===== config.mk =====
export PLATFORM = sky130hd
export DESIGN_NAME = fdo_speed_source_select_regs
export DESIGN_NICKNAME = d
export VERILOG_FILES = /design/src/logic/fdo_pkg.sv /design/src/logic/fdo_ref_decode.sv /design/src/logic/fdo_speed_source_select_regs.sv
export SDC_FILE = /design/constraint.sdc
export NUM_CORES = 1
export LEC_CHECK = 0
export CAP_MARGIN = 20
export CELL_PAD_IN_SITES_DETAIL_PLACEMENT = 1
export CELL_PAD_IN_SITES_GLOBAL_PLACEMENT = 1
export CORE_MARGIN = 10
export CORE_UTILIZATION = 51
export DETAILED_ROUTE_END_ITERATION = 10
export DONT_BUFFER_PORTS = 1
export PLACE_DENSITY_LB_ADDON = 0.12
export REMOVE_ABC_BUFFERS = 1
export SYNTH_ARGS = -nofsm -noshare
export SYNTH_HDL_FRONTEND = slang
export SYNTH_SLANG_ARGS = --single-unit
export TNS_END_PERCENT = 20

===== constraint.sdc =====
create_clock -name I_SYS_CLK -period 2.5 [get_ports I_SYS_CLK]
set_input_delay 0.5 -clock I_SYS_CLK [delete_from_list [all_inputs] [get_ports I_SYS_CLK]]
set_output_delay 0.5 -clock I_SYS_CLK [all_outputs]
set_load 0.01 [all_outputs]

===== src/logic/fdo_pkg.sv =====
// package for the debug speed_source_select register bank: offsets, field positions,
// reset values and decoded-speed_source_select structs.
// assumes a register write port of byte offset, 32-bit data and strobe.
package fdo_pkg;

    localparam logic [7:0]  SPEED_STARTUP_OFFSET = 8'hEC;
    localparam logic [7:0]  LOOP_MEASURE_OFFSET  = 8'hEE;
    localparam logic [31:0] REG_RESET            = 32'h0000_0000;

    // speed_and_startup_speed_source_select fields
    localparam int SPEED_SOURCE_BIT   = 31;
    localparam int SPEED_VALUE_MSB    = 30;
    localparam int SPEED_VALUE_LSB    = 16;
    localparam int CLOSED_LOOP_BIT    = 15;
    localparam int HOLD_ALIGN_BIT     = 14;
    localparam int HOLD_SLOW_BIT      = 13;
    localparam int HOLD_IPD_BIT       = 12;
    localparam int HOLD_ISD_BIT       = 11;
    localparam int ALIGN_SRC_BIT      = 10;
    localparam int IQ_MSB             = 9;
    localparam int IQ_LSB             = 0;

    // loop_and_measurement_speed_source_select fields
    localparam int STOP_SECTOR_MSB    = 30;
    localparam int STOP_SECTOR_LSB    = 28;
    localparam int RECIRC_EN_BIT      = 27;
    localparam int CURRENT_LOOP_BIT   = 26;
    localparam int VD_MSB             = 25;
    localparam int VD_LSB             = 16;
    localparam int VQ_MSB             = 15;
    localparam int VQ_LSB             = 6;
    localparam int MEASURE_START_BIT  = 5;
    localparam int MEASURE_SEL_MSB    = 4;
    localparam int MEASURE_SEL_LSB    = 0;

    // signed reference coding: code/500, or (code-1024)/500 above 512
    localparam logic [9:0]  REF_SCALE     = 10'h1F4;
    localparam logic [9:0]  REF_NEG_START = 10'h200;
    localparam logic [10:0] REF_WRAP      = 11'h400;

    // startup methods that the hold bits qualify
    typedef enum logic [2:0] {
        FDO_START_ALIGN        = 3'b000,
        FDO_START_DOUBLE_ALIGN = 3'b001,
        FDO_START_IPD          = 3'b010,
        FDO_START_SLOW_CYCLE   = 3'b011
    } fdo_startup_t;

    typedef struct packed {
        logic [14:0] speed_request;
        logic        speed_from_serial;
        logic        closed_loop_off;
        logic        hold_align;
        logic        hold_slow_first_cycle;
        logic        hold_initial_position_detect;
        logic        hold_initial_speed_detect;
        logic        align_from_runtime;
    } fdo_speed_ctl_t;

    typedef struct packed {
        logic        current_loop_off;
        logic        speed_loop_off;
        logic [10:0] torque_current_ref;
        logic [10:0] direct_voltage_ref;
        logic [10:0] quadrature_voltage_ref;
    } fdo_loop_ctl_t;

endpackage : fdo_pkg


===== src/logic/fdo_ref_decode.sv =====
// converts a 10-bit speed_source_select code into a signed 11-bit numerator over 500.
// assumes codes within 0..500 or 513..1000; codes 501..512 decode to zero, codes above 1000 still wrap to negative.
`timescale 1ns/1ns
module fdo_ref_decode (
    input  wire logic [9:0]  i_code,
    output logic      [10:0] o_ref
);
    always_comb begin
        if (i_code <= fdo_pkg::REF_SCALE) begin
            o_ref = {1'b0, i_code};
        end else if (i_code > fdo_pkg::REF_NEG_START) begin
            o_ref = {1'b0, i_code} - fdo_pkg::REF_WRAP;
        end else begin
            o_ref = 11'h000;
        end
    end
endmodule : fdo_ref_decode


===== src/logic/fdo_speed_source_select_regs.sv =====
// debug speed_source_select register bank: two write-only registers steering speed
// source, loop enables, startup holds and measurement launch.
// assumes a single-cycle write strobe with byte offset and 32-bit data.
//
// Functional notes
// - bit 31 picks serial speed value instead of analog or PWM input
// - serial speed request taken from bits 30..16 when source bit set
// - bit 15 set forces open-loop commutation, clear keeps closed loop
// - bit 14 holds align state for align or double-align startup
// - bit 13 holds slow-first-cycle state for that startup method
// - bit 12 holds initial position detection state for that method
// - bit 11 holds initial speed detection when that detection enabled
// - bit 10 picks runtime align angle over preset angle
// - speed loop off drives torque reference from bits 9..0, scaled /500
// - current loop off disables both loops, applies forced Vd and Vq
// - writing one to measurement start bit launches parameter measurement
// - voltage codes map to code/500 or (code-1024)/500 of reference
`timescale 1ns/1ns
module fdo_speed_source_select_regs (
    input  wire logic                   I_SYS_CLK,
    input  wire logic                   I_RST,
    input  wire logic                   I_WR_EN,
    input  wire logic [7:0]             I_WR_ADDR,
    input  wire logic [31:0]            I_WR_DATA,
    input  wire logic [2:0]             I_STARTUP_METHOD,
    input  wire logic                   I_ISD_ENABLE,
    input  wire logic                   I_SPEED_LOOP_OFF,
    input  wire logic [14:0]            I_ANALOG_SPEED,
    input  wire logic [8:0]             I_PRESET_ALIGN_ANGLE,
    input  wire logic [8:0]             I_RUNTIME_ALIGN_ANGLE,
    output fdo_pkg::fdo_speed_ctl_t     O_SPEED_CTL,
    output fdo_pkg::fdo_loop_ctl_t      O_LOOP_CTL,
    output logic      [14:0]            O_SPEED_CMD,
    output logic      [8:0]             O_ALIGN_ANGLE,
    output logic      [2:0]             O_STOP_SECTOR,
    output logic                        O_RECIRC_STOP_OFF,
    output logic      [4:0]             O_MEASURE_SELECT,
    output logic                        O_MEASURE_START
);
    logic [31:0] speed_reg;
    logic [31:0] loop_reg;
    logic [10:0] iq_ref;
    logic [10:0] vd_ref;
    logic [10:0] vq_ref;
    logic        method_align;

    // write decode; both registers clear on reset
    always_ff @(posedge I_SYS_CLK) begin
        if (I_RST) begin
            speed_reg <= fdo_pkg::REG_RESET;
        end else if (I_WR_EN &&
                     I_WR_ADDR == fdo_pkg::SPEED_STARTUP_OFFSET) begin
            speed_reg <= I_WR_DATA;
        end
    end

    always_ff @(posedge I_SYS_CLK) begin
        if (I_RST) begin
            loop_reg <= fdo_pkg::REG_RESET;
        end else if (I_WR_EN &&
                     I_WR_ADDR == fdo_pkg::LOOP_MEASURE_OFFSET) begin
            loop_reg <= I_WR_DATA;
        end
    end

    // one-cycle launch pulse per write of a one
    always_ff @(posedge I_SYS_CLK) begin
        if (I_RST) begin
            O_MEASURE_START <= 1'b0;
        end else begin
            O_MEASURE_START <= I_WR_EN &&
                I_WR_ADDR == fdo_pkg::LOOP_MEASURE_OFFSET &&
                I_WR_DATA[fdo_pkg::MEASURE_START_BIT];
        end
    end

    fdo_ref_decode u_iq (
        .i_code (speed_reg[fdo_pkg::IQ_MSB:fdo_pkg::IQ_LSB]),
        .o_ref  (iq_ref)
    );
    fdo_ref_decode u_vd (
        .i_code (loop_reg[fdo_pkg::VD_MSB:fdo_pkg::VD_LSB]),
        .o_ref  (vd_ref)
    );
    fdo_ref_decode u_vq (
        .i_code (loop_reg[fdo_pkg::VQ_MSB:fdo_pkg::VQ_LSB]),
        .o_ref  (vq_ref)
    );

    assign method_align =
        I_STARTUP_METHOD == fdo_pkg::FDO_START_ALIGN ||
        I_STARTUP_METHOD == fdo_pkg::FDO_START_DOUBLE_ALIGN;

    // registered speed_source_select controls
    always_ff @(posedge I_SYS_CLK) begin
        if (I_RST) begin
            O_SPEED_CTL <= '0;
            O_SPEED_CMD <= 15'h0000;
        end else begin
            O_SPEED_CTL.speed_from_serial <=
                speed_reg[fdo_pkg::SPEED_SOURCE_BIT];
            O_SPEED_CTL.speed_request <=
                speed_reg[fdo_pkg::SPEED_VALUE_MSB:fdo_pkg::SPEED_VALUE_LSB];
            O_SPEED_CMD <= speed_reg[fdo_pkg::SPEED_SOURCE_BIT] ?
                speed_reg[fdo_pkg::SPEED_VALUE_MSB:fdo_pkg::SPEED_VALUE_LSB]
                : I_ANALOG_SPEED;
            O_SPEED_CTL.closed_loop_off <=
                speed_reg[fdo_pkg::CLOSED_LOOP_BIT];
            O_SPEED_CTL.hold_align <=
                speed_reg[fdo_pkg::HOLD_ALIGN_BIT] && method_align;
            O_SPEED_CTL.hold_slow_first_cycle <=
                speed_reg[fdo_pkg::HOLD_SLOW_BIT] &&
                I_STARTUP_METHOD == fdo_pkg::FDO_START_SLOW_CYCLE;
            O_SPEED_CTL.hold_initial_position_detect <=
                speed_reg[fdo_pkg::HOLD_IPD_BIT] &&
                I_STARTUP_METHOD == fdo_pkg::FDO_START_IPD;
            O_SPEED_CTL.hold_initial_speed_detect <=
                speed_reg[fdo_pkg::HOLD_ISD_BIT] && I_ISD_ENABLE;
            O_SPEED_CTL.align_from_runtime <=
                speed_reg[fdo_pkg::ALIGN_SRC_BIT];
        end
    end

    always_ff @(posedge I_SYS_CLK) begin
        if (I_RST) begin
            O_ALIGN_ANGLE <= 9'h000;
        end else begin
            O_ALIGN_ANGLE <= speed_reg[fdo_pkg::ALIGN_SRC_BIT] ?
                I_RUNTIME_ALIGN_ANGLE : I_PRESET_ALIGN_ANGLE;
        end
    end

    // current loop off forces both loops off and the voltage references
    always_ff @(posedge I_SYS_CLK) begin
        if (I_RST) begin
            O_LOOP_CTL <= '0;
        end else begin
            O_LOOP_CTL.current_loop_off <=
                loop_reg[fdo_pkg::CURRENT_LOOP_BIT];
            O_LOOP_CTL.speed_loop_off <= I_SPEED_LOOP_OFF ||
                loop_reg[fdo_pkg::CURRENT_LOOP_BIT];
            O_LOOP_CTL.torque_current_ref <=
                (I_SPEED_LOOP_OFF && !loop_reg[fdo_pkg::CURRENT_LOOP_BIT])
                ? iq_ref : 11'h000;
            O_LOOP_CTL.direct_voltage_ref <=
                loop_reg[fdo_pkg::CURRENT_LOOP_BIT] ? vd_ref : 11'h000;
            O_LOOP_CTL.quadrature_voltage_ref <=
                loop_reg[fdo_pkg::CURRENT_LOOP_BIT] ? vq_ref : 11'h000;
        end
    end

    always_ff @(posedge I_SYS_CLK) begin
        if (I_RST) begin
            O_STOP_SECTOR     <= 3'h0;
            O_RECIRC_STOP_OFF <= 1'b0;
            O_MEASURE_SELECT  <= 5'h00;
        end else begin
            O_STOP_SECTOR <=
                loop_reg[fdo_pkg::STOP_SECTOR_MSB:fdo_pkg::STOP_SECTOR_LSB];
            O_RECIRC_STOP_OFF <= loop_reg[fdo_pkg::RECIRC_EN_BIT];
            O_MEASURE_SELECT <=
                loop_reg[fdo_pkg::MEASURE_SEL_MSB:fdo_pkg::MEASURE_SEL_LSB];
        end
    end

    chk_serial_speed_cmd: assert property (@(posedge I_SYS_CLK)
        disable iff (I_RST) speed_reg[31] |=> O_SPEED_CMD ==
        $past(speed_reg[30:16])) else $error("speed cmd not serial");
    chk_analog_speed_cmd: assert property (@(posedge I_SYS_CLK)
        disable iff (I_RST) !speed_reg[31] |=> O_SPEED_CMD ==
        $past(I_ANALOG_SPEED)) else $error("speed cmd not analog");
    chk_open_loop: assert property (@(posedge I_SYS_CLK)
        disable iff (I_RST) speed_reg[15] |=> O_SPEED_CTL.closed_loop_off)
        else $error("closed loop not off");
    chk_hold_align: assert property (@(posedge I_SYS_CLK)
        disable iff (I_RST) (speed_reg[14] && method_align) |=>
        O_SPEED_CTL.hold_align) else $error("align hold lost");
    chk_hold_unqualified: assert property (@(posedge I_SYS_CLK)
        disable iff (I_RST) !method_align |=> !O_SPEED_CTL.hold_align)
        else $error("align hold without align startup");
    chk_hold_slow: assert property (@(posedge I_SYS_CLK)
        disable iff (I_RST) !speed_reg[13] |=>
        !O_SPEED_CTL.hold_slow_first_cycle) else $error("slow hold");
    chk_hold_ipd: assert property (@(posedge I_SYS_CLK)
        disable iff (I_RST) !speed_reg[12] |=>
        !O_SPEED_CTL.hold_initial_position_detect)
        else $error("ipd hold");
    chk_hold_isd: assert property (@(posedge I_SYS_CLK)
        disable iff (I_RST) (speed_reg[11] && I_ISD_ENABLE) |=>
        O_SPEED_CTL.hold_initial_speed_detect) else $error("isd hold");
    chk_align_source: assert property (@(posedge I_SYS_CLK)
        disable iff (I_RST) speed_reg[10] |=> O_ALIGN_ANGLE ==
        $past(I_RUNTIME_ALIGN_ANGLE)) else $error("align angle src");
    chk_iq_negative: assert property (@(posedge I_SYS_CLK)
        disable iff (I_RST) (I_SPEED_LOOP_OFF && !loop_reg[26] &&
        speed_reg[9:0] == 10'h3E8) |=>
        O_LOOP_CTL.torque_current_ref == 11'h7E8)
        else $error("iq code 1000 wrong");
    chk_current_loop_off: assert property (@(posedge I_SYS_CLK)
        disable iff (I_RST) loop_reg[26] |=> O_LOOP_CTL.speed_loop_off &&
        O_LOOP_CTL.direct_voltage_ref == $past(vd_ref))
        else $error("current loop off");
    chk_measure_pulse: assert property (@(posedge I_SYS_CLK)
        disable iff (I_RST) O_MEASURE_START |=> !O_MEASURE_START ||
        $past(I_WR_EN)) else $error("launch pulse stuck");
    chk_measure_launch: assert property (@(posedge I_SYS_CLK)
        disable iff (I_RST) (I_WR_EN &&
        I_WR_ADDR == fdo_pkg::LOOP_MEASURE_OFFSET &&
        I_WR_DATA[fdo_pkg::MEASURE_START_BIT]) |=> O_MEASURE_START)
        else $error("launch pulse missing");
    chk_vq_scale: assert property (@(posedge I_SYS_CLK)
        disable iff (I_RST) (loop_reg[26] && loop_reg[15:6] == 10'h1F4) |=>
        O_LOOP_CTL.quadrature_voltage_ref == 11'h1F4)
        else $error("vq scale");
    chk_reset_clear: assert property (@(posedge I_SYS_CLK)
        $past(I_RST) |-> speed_reg == 32'h0000_0000 &&
        loop_reg == 32'h0000_0000) else $error("regs not clear");

    cov_serial_speed: cover property (@(posedge I_SYS_CLK)
        disable iff (I_RST) O_SPEED_CTL.speed_from_serial);
    cov_measure: cover property (@(posedge I_SYS_CLK)
        disable iff (I_RST) O_MEASURE_START);
    cov_cur_off: cover property (@(posedge I_SYS_CLK)
        disable iff (I_RST) O_LOOP_CTL.current_loop_off);
endmodule : fdo_speed_source_select_regs


-- Yosys cells after proc, flatten, opt, wreduce, memory -nomap -nowiden
Index checks and enable logic that the tools add are counted.
- bitwise operators: 5
- eq/ne operators: 5
- $add $sub $neg: 3
- order comparisons: 6
- muxes and demuxes: 8
- reduce and logical (&&, ||, !) cells: 17
- operators with widths (cell ; number):
    10-bit 2-to-1 mux ; 6
    10-bit by 11-bit subtractor with 11-bit output, second input constant ; 3
    10-bit greater-than comparator, second input constant ; 3
    10-bit by 9-bit less-or-equal comparator with 1-bit output, second input constant ; 3
    8-bit == test, second input constant ; 2
    15-bit 2-to-1 mux ; 1
    4-bit OR reduction ; 3
    9-bit 2-to-1 mux ; 1
    1-bit logical AND ; 8
    3-bit by 2-bit == test with 1-bit output, second input constant ; 2
    1-bit inverter ; 5
    2-bit OR reduction ; 2
    3-bit by 1-bit == test with 1-bit output, second input constant ; 1
    3-bit logical NOT ; 1
    1-bit logical OR ; 2
    1-bit logical NOT ; 1
- flip-flop bits (word level): 154

-- Logic depth before layout (Yosys ltp)
- depth after elaboration: 4
- gate-level depth with buffers: 6
- gate-level depth less buffers: 4

-- By module
A second synthesis with hierarchy kept.
- cell total of the unflattened synthesis: 552
- area total of the unflattened synthesis: 5728.0 um^2
- by module, submodules not included (module ; area an instance (um^2) ; instances ; cells each ; seq. area each (um^2)):
    fdo_speed_source_select_regs ; 5187.5 ; 1 ; 468 ; 3062.9
    fdo_ref_decode ; 180.2 ; 3 ; 28 ; 0.0

-- Least setup slack after synthesis
OpenSTA, ideal clock, no wires.
- kind: in2reg
- start point: input I_WR_ADDR[4]
- end point: register speed_reg[31]
- arrival time: 1.565 ns
- buffers on the path: 2
- path slack: 0.815 ns
- stages: 5
- cells stage by stage: nand4bb_1 -> buf_2 -> nor3_1 -> buf_2 -> mux2_2
- longest elaborated chain between the ends: 2
- RTL lines (element ; RTL line ; RTL):
    start, declared ; fdo_speed_source_select_regs.sv:23 ; input wire logic [7:0] I_WR_ADDR,
    8-bit == test ; fdo_speed_source_select_regs.sv:52 ; I_WR_ADDR == fdo_pkg::SPEED_STARTUP_OFFSET) begin
    1-bit logical AND ; fdo_speed_source_select_regs.sv:51 ; end else if (I_WR_EN &&
    end signal, assigned ; fdo_speed_source_select_regs.sv:50 ; speed_reg <= fdo_pkg::REG_RESET;
    end, declared ; fdo_speed_source_select_regs.sv:40 ; logic [31:0] speed_reg;
No other way between the ends.
A chain may end at the register's enable or synchronous reset.

-- Final worst setup path
- start point: register speed_reg[0]
- end point: register O_LOOP_CTL[26] in the netlist's numbering
- longest elaborated chain between the ends: 3
- elaborated cells between the ends (all ways): 5
- classes of those cells: add/sub (1); order compare (2); mux (2)
- RTL lines (element ; RTL line ; RTL):
    10-bit by 11-bit subtractor with 11-bit output or 10-bit greater-than comparator (tied branches) ; fdo_ref_decode.sv:12, fdo_ref_decode.sv:11 ;
    10-bit 2-to-1 mux ; fdo_ref_decode.sv:11 ; end else if (i_code > fdo_pkg::REF_NEG_START) begin
    10-bit 2-to-1 mux * ; fdo_ref_decode.sv:9 ; if (i_code <= fdo_pkg::REF_SCALE) begin
    end, declared ; fdo_speed_source_select_regs.sv:32 ; output fdo_pkg::fdo_loop_ctl_t O_LOOP_CTL,
Mark *: on every way between the ends. The rest lies on a longest branch, timed or not.

==> flow_summary.json <==
{
  "synthArstFlopShare": 0,
  "synth_top_area_cell": "dfxtp_1",
  "synth_area_um2": 5330,
  "ant_nets": 0,
  "maxSlewViolCount": 0,
  "fin_cells": 635,
  "die-height_um": 122,
  "p_total_mw": 5.03,
  "num-fill-cells": 1085,
  "fin_ws_ns": 0.814,
  "setup_viol": 0,
  "cap_violations": 0,
  "coreArea_um2": 10200,
  "io_buffers": 0,
  "grt_pass1_vias": 3771,
  "swShare": 0.201,
  "worst_slew_pin_slew_ns": 0.898,
  "cts_tree": "built",
  "synth.avg_cell_area_um2": 10.8,
  "status": "finished clean",
  "rows": 37,
  "yosys-top-cells-area": "dfxtp_1 57%, mux2i_1 11%, nand2b_1 7.7%",
  "final_nets": 567,
  "p_clk_frac": 0.490,
  "dr.first_iter.drc_count": 213,
  "post_cts_resized": 0,
  "grt_max_degree": 124,
  "drc": 0,
  "path_max_fanout": 9,
  "yosysUniqueCellTypes": 35,
  "area_growth_syn_to_layout_pct": 12.1,
  "cp-start-kind": "flop",
  "fin_crit_sh": 0.674,
  "diodes": 0,
  "grt_overflow": 0,
  "wl_mm": 13.5,
  "synth_edf_count": 0,
  "fmax_mhz": 593,
  "hold_viol_final": 0,
  "drive_gt1_frac": 0.0902,
  "ir_drop_v": 0.000420,
  "seq_area_frac_synth": 0.575,
  "netSwitchingPower_mw": 1.01,
  "start_util": 0.521,
  "yosys_warnings": 0,
  "slew_headroom": 0.401,
  "arrival_ns": 2.05,
  "clk_latency_ns": 0.52,
  "vias": 3480,
  "viasPerCell": 5.48,
  "pwr-share-seq": 0.494,
  "hold_class": "in -> reg",
  "dpl.hpwl_mm": 9.24,
  "finClkSkew_ns": 0.00577,
  "cts-root-buf": "clkbuf_8",
  "post_drt_wl_per_cell_um": 21.3,
  "finalCriticalPeriod_ns": 1.69,
  "clock_path_buffers": 2,
  "gp_congestion": 0.722,
  "largest_register_ffs": 35,
  "clk_pin_slew_ns": 0.06,
  "die_w_um": 122,
  "power_leakage_nw": 2.30,
  "placedCellCount": 603,
  "rsz0062_at_grt": "no",
  "worstSetupPathType": "reg -> reg",
  "pre_cts_slack_ns": 0.402,
  "drtPass1Iterations": 4,
  "antenna_found_initial": 0,
  "dieArea_um2": 14900,
  "ys_seq_elements": 153,
  "synthCells": 494,
  "endpoint_kind": "flop",
  "combinationalPowerShare": 0.016,
  "cts_max_level": 4,
  "grt_usage": 0.178,
  "power_density_nw_per_um2": 842,
  "synth_top_area_share": 0.575,
  "ctsHoldBuffers": 0,
  "cts_buffers": 17,
  "cts_setup_buffers": 0,
  "io_pins": 172,
  "p_int_mw": 4.02,
  "grt_first_pass_wirelength_mm": 20.5,
  "cp.required_ns": 2.87,
  "cts_sinks": 153,
  "synthFlopType": "dfxtp_1"
}
## per-layer routing
metal / vias up / track usage / share of wire
li1: 1667 / - / -
met4: 0 / 0.0648 / 0.017
met2: 109 / 0.307 / 0.51
met1: 1687 / 0.192 / 0.41
met5: - / 0 / 0
met3: 17 / 0.0735 / 0.068
## cells by family after synthesis
family | synth area share
AND/OR/NAND/NOR | 0.196
flip-flops | 0.575
AO/OA/AOI/OAI | 0.0822
multiplexers | 0.113
buffers and inverters | 0.0343
## worst max-delay path, stage by stage (launching register included)
cell,delay (ns)
dfxtp_1,0.39
o21ai_0,0.16
a2111oi_2,0.85
nor3b_1,0.13
## layout make-up
cell class	count	area, um^2	share of cell area
flip-flops and latches	153	3060	0.513
multi-input cells	300	2090	0.350
clock buffers	24	480	0.0804
well taps	136	170	0.0285
clock inverters	8	92.6	0.0155
repair buffers	7	52.6	0.00880
inverters	7	26.3	0.00440
## placed cells by master (no fill, tap or decap), types with 3 or more instances in the layout
cell type  synthesis  layout
mux2i_1           59      59
buf_4              0       7
and2_1             8       8
clkbuf_1          20       3
a31oi_1            3       3
nor2b_1           29      29
clkbuf_16          0      16
o21ai_1           11      11
nor2_1            31      31
clkbuf_8           0       5
nand2_1            4       4
nor3_1             8       7
dfxtp_1          153     153
nand2b_1          66      66
nand4_1            3       3
o21ai_0           17      17
clkinv_2           0       5
o31ai_1           26      26
nor3b_1           14      14
nor4_1             3       3
inv_1              6       6
## path summary, 6_finish.rpt
check,startpoint,to,slack [ns],cells past startpoint
worst max-delay path,speed_reg[0]$_SDFFE_PP0P_,O_LOOP_CTL[26]$_SDFF_PP0_,0.81,3
worst min-delay path,I_RST,O_SPEED_CTL[1]$_SDFF_PP0_,0.05,1
worst max register to register,speed_reg[0]$_SDFFE_PP0P_,O_LOOP_CTL[26]$_SDFF_PP0_,0.81,3
worst min register to register,speed_reg[11]$_SDFFE_PP0P_,O_SPEED_CTL[1]$_SDFF_PP0_,0.44,2
## per-stage QoR
step / instance area, um^2 / hold slack [ns] / setup TNS [ns] / utilization
after CTS: 5970 / 0.0260 / 0 / 0.584
after global routing: 5970 / 0.0140 / 0 / 0.584
after detailed placement: 5400 / 0.436 / 0 / 0.528
final: 5970 / 0.0458 / 0 / 0.584
after global placement: 5400 / 0.420 / 0 / 0.528
after floorplan: 5170 / 0.410 / -6.62 / -
## power groups by stage
stage               logic, mW  registers [mW]  clock network (mW)
CTS                    0.0838            2.48                2.51
floorplan              0.0647            2.53                   0
global placement       0.0796            2.54                   0
detailed placement     0.0828            2.54                   0
global route           0.0920            2.48                2.63
finish                 0.0823            2.48                2.47
## Yosys cell counts (all sizes together) (4+ instances only)
cell    instances
nor2           31
buf            13
clkbuf         21
nand2b         66
o21ai          28
dfxtp         153
nand2           4
nor3b          14
and2            8
o31ai          26
mux2i          59
inv             7
nor3            8
nor2b          29
No activity file was read; power rests on OpenSTA's default activity.
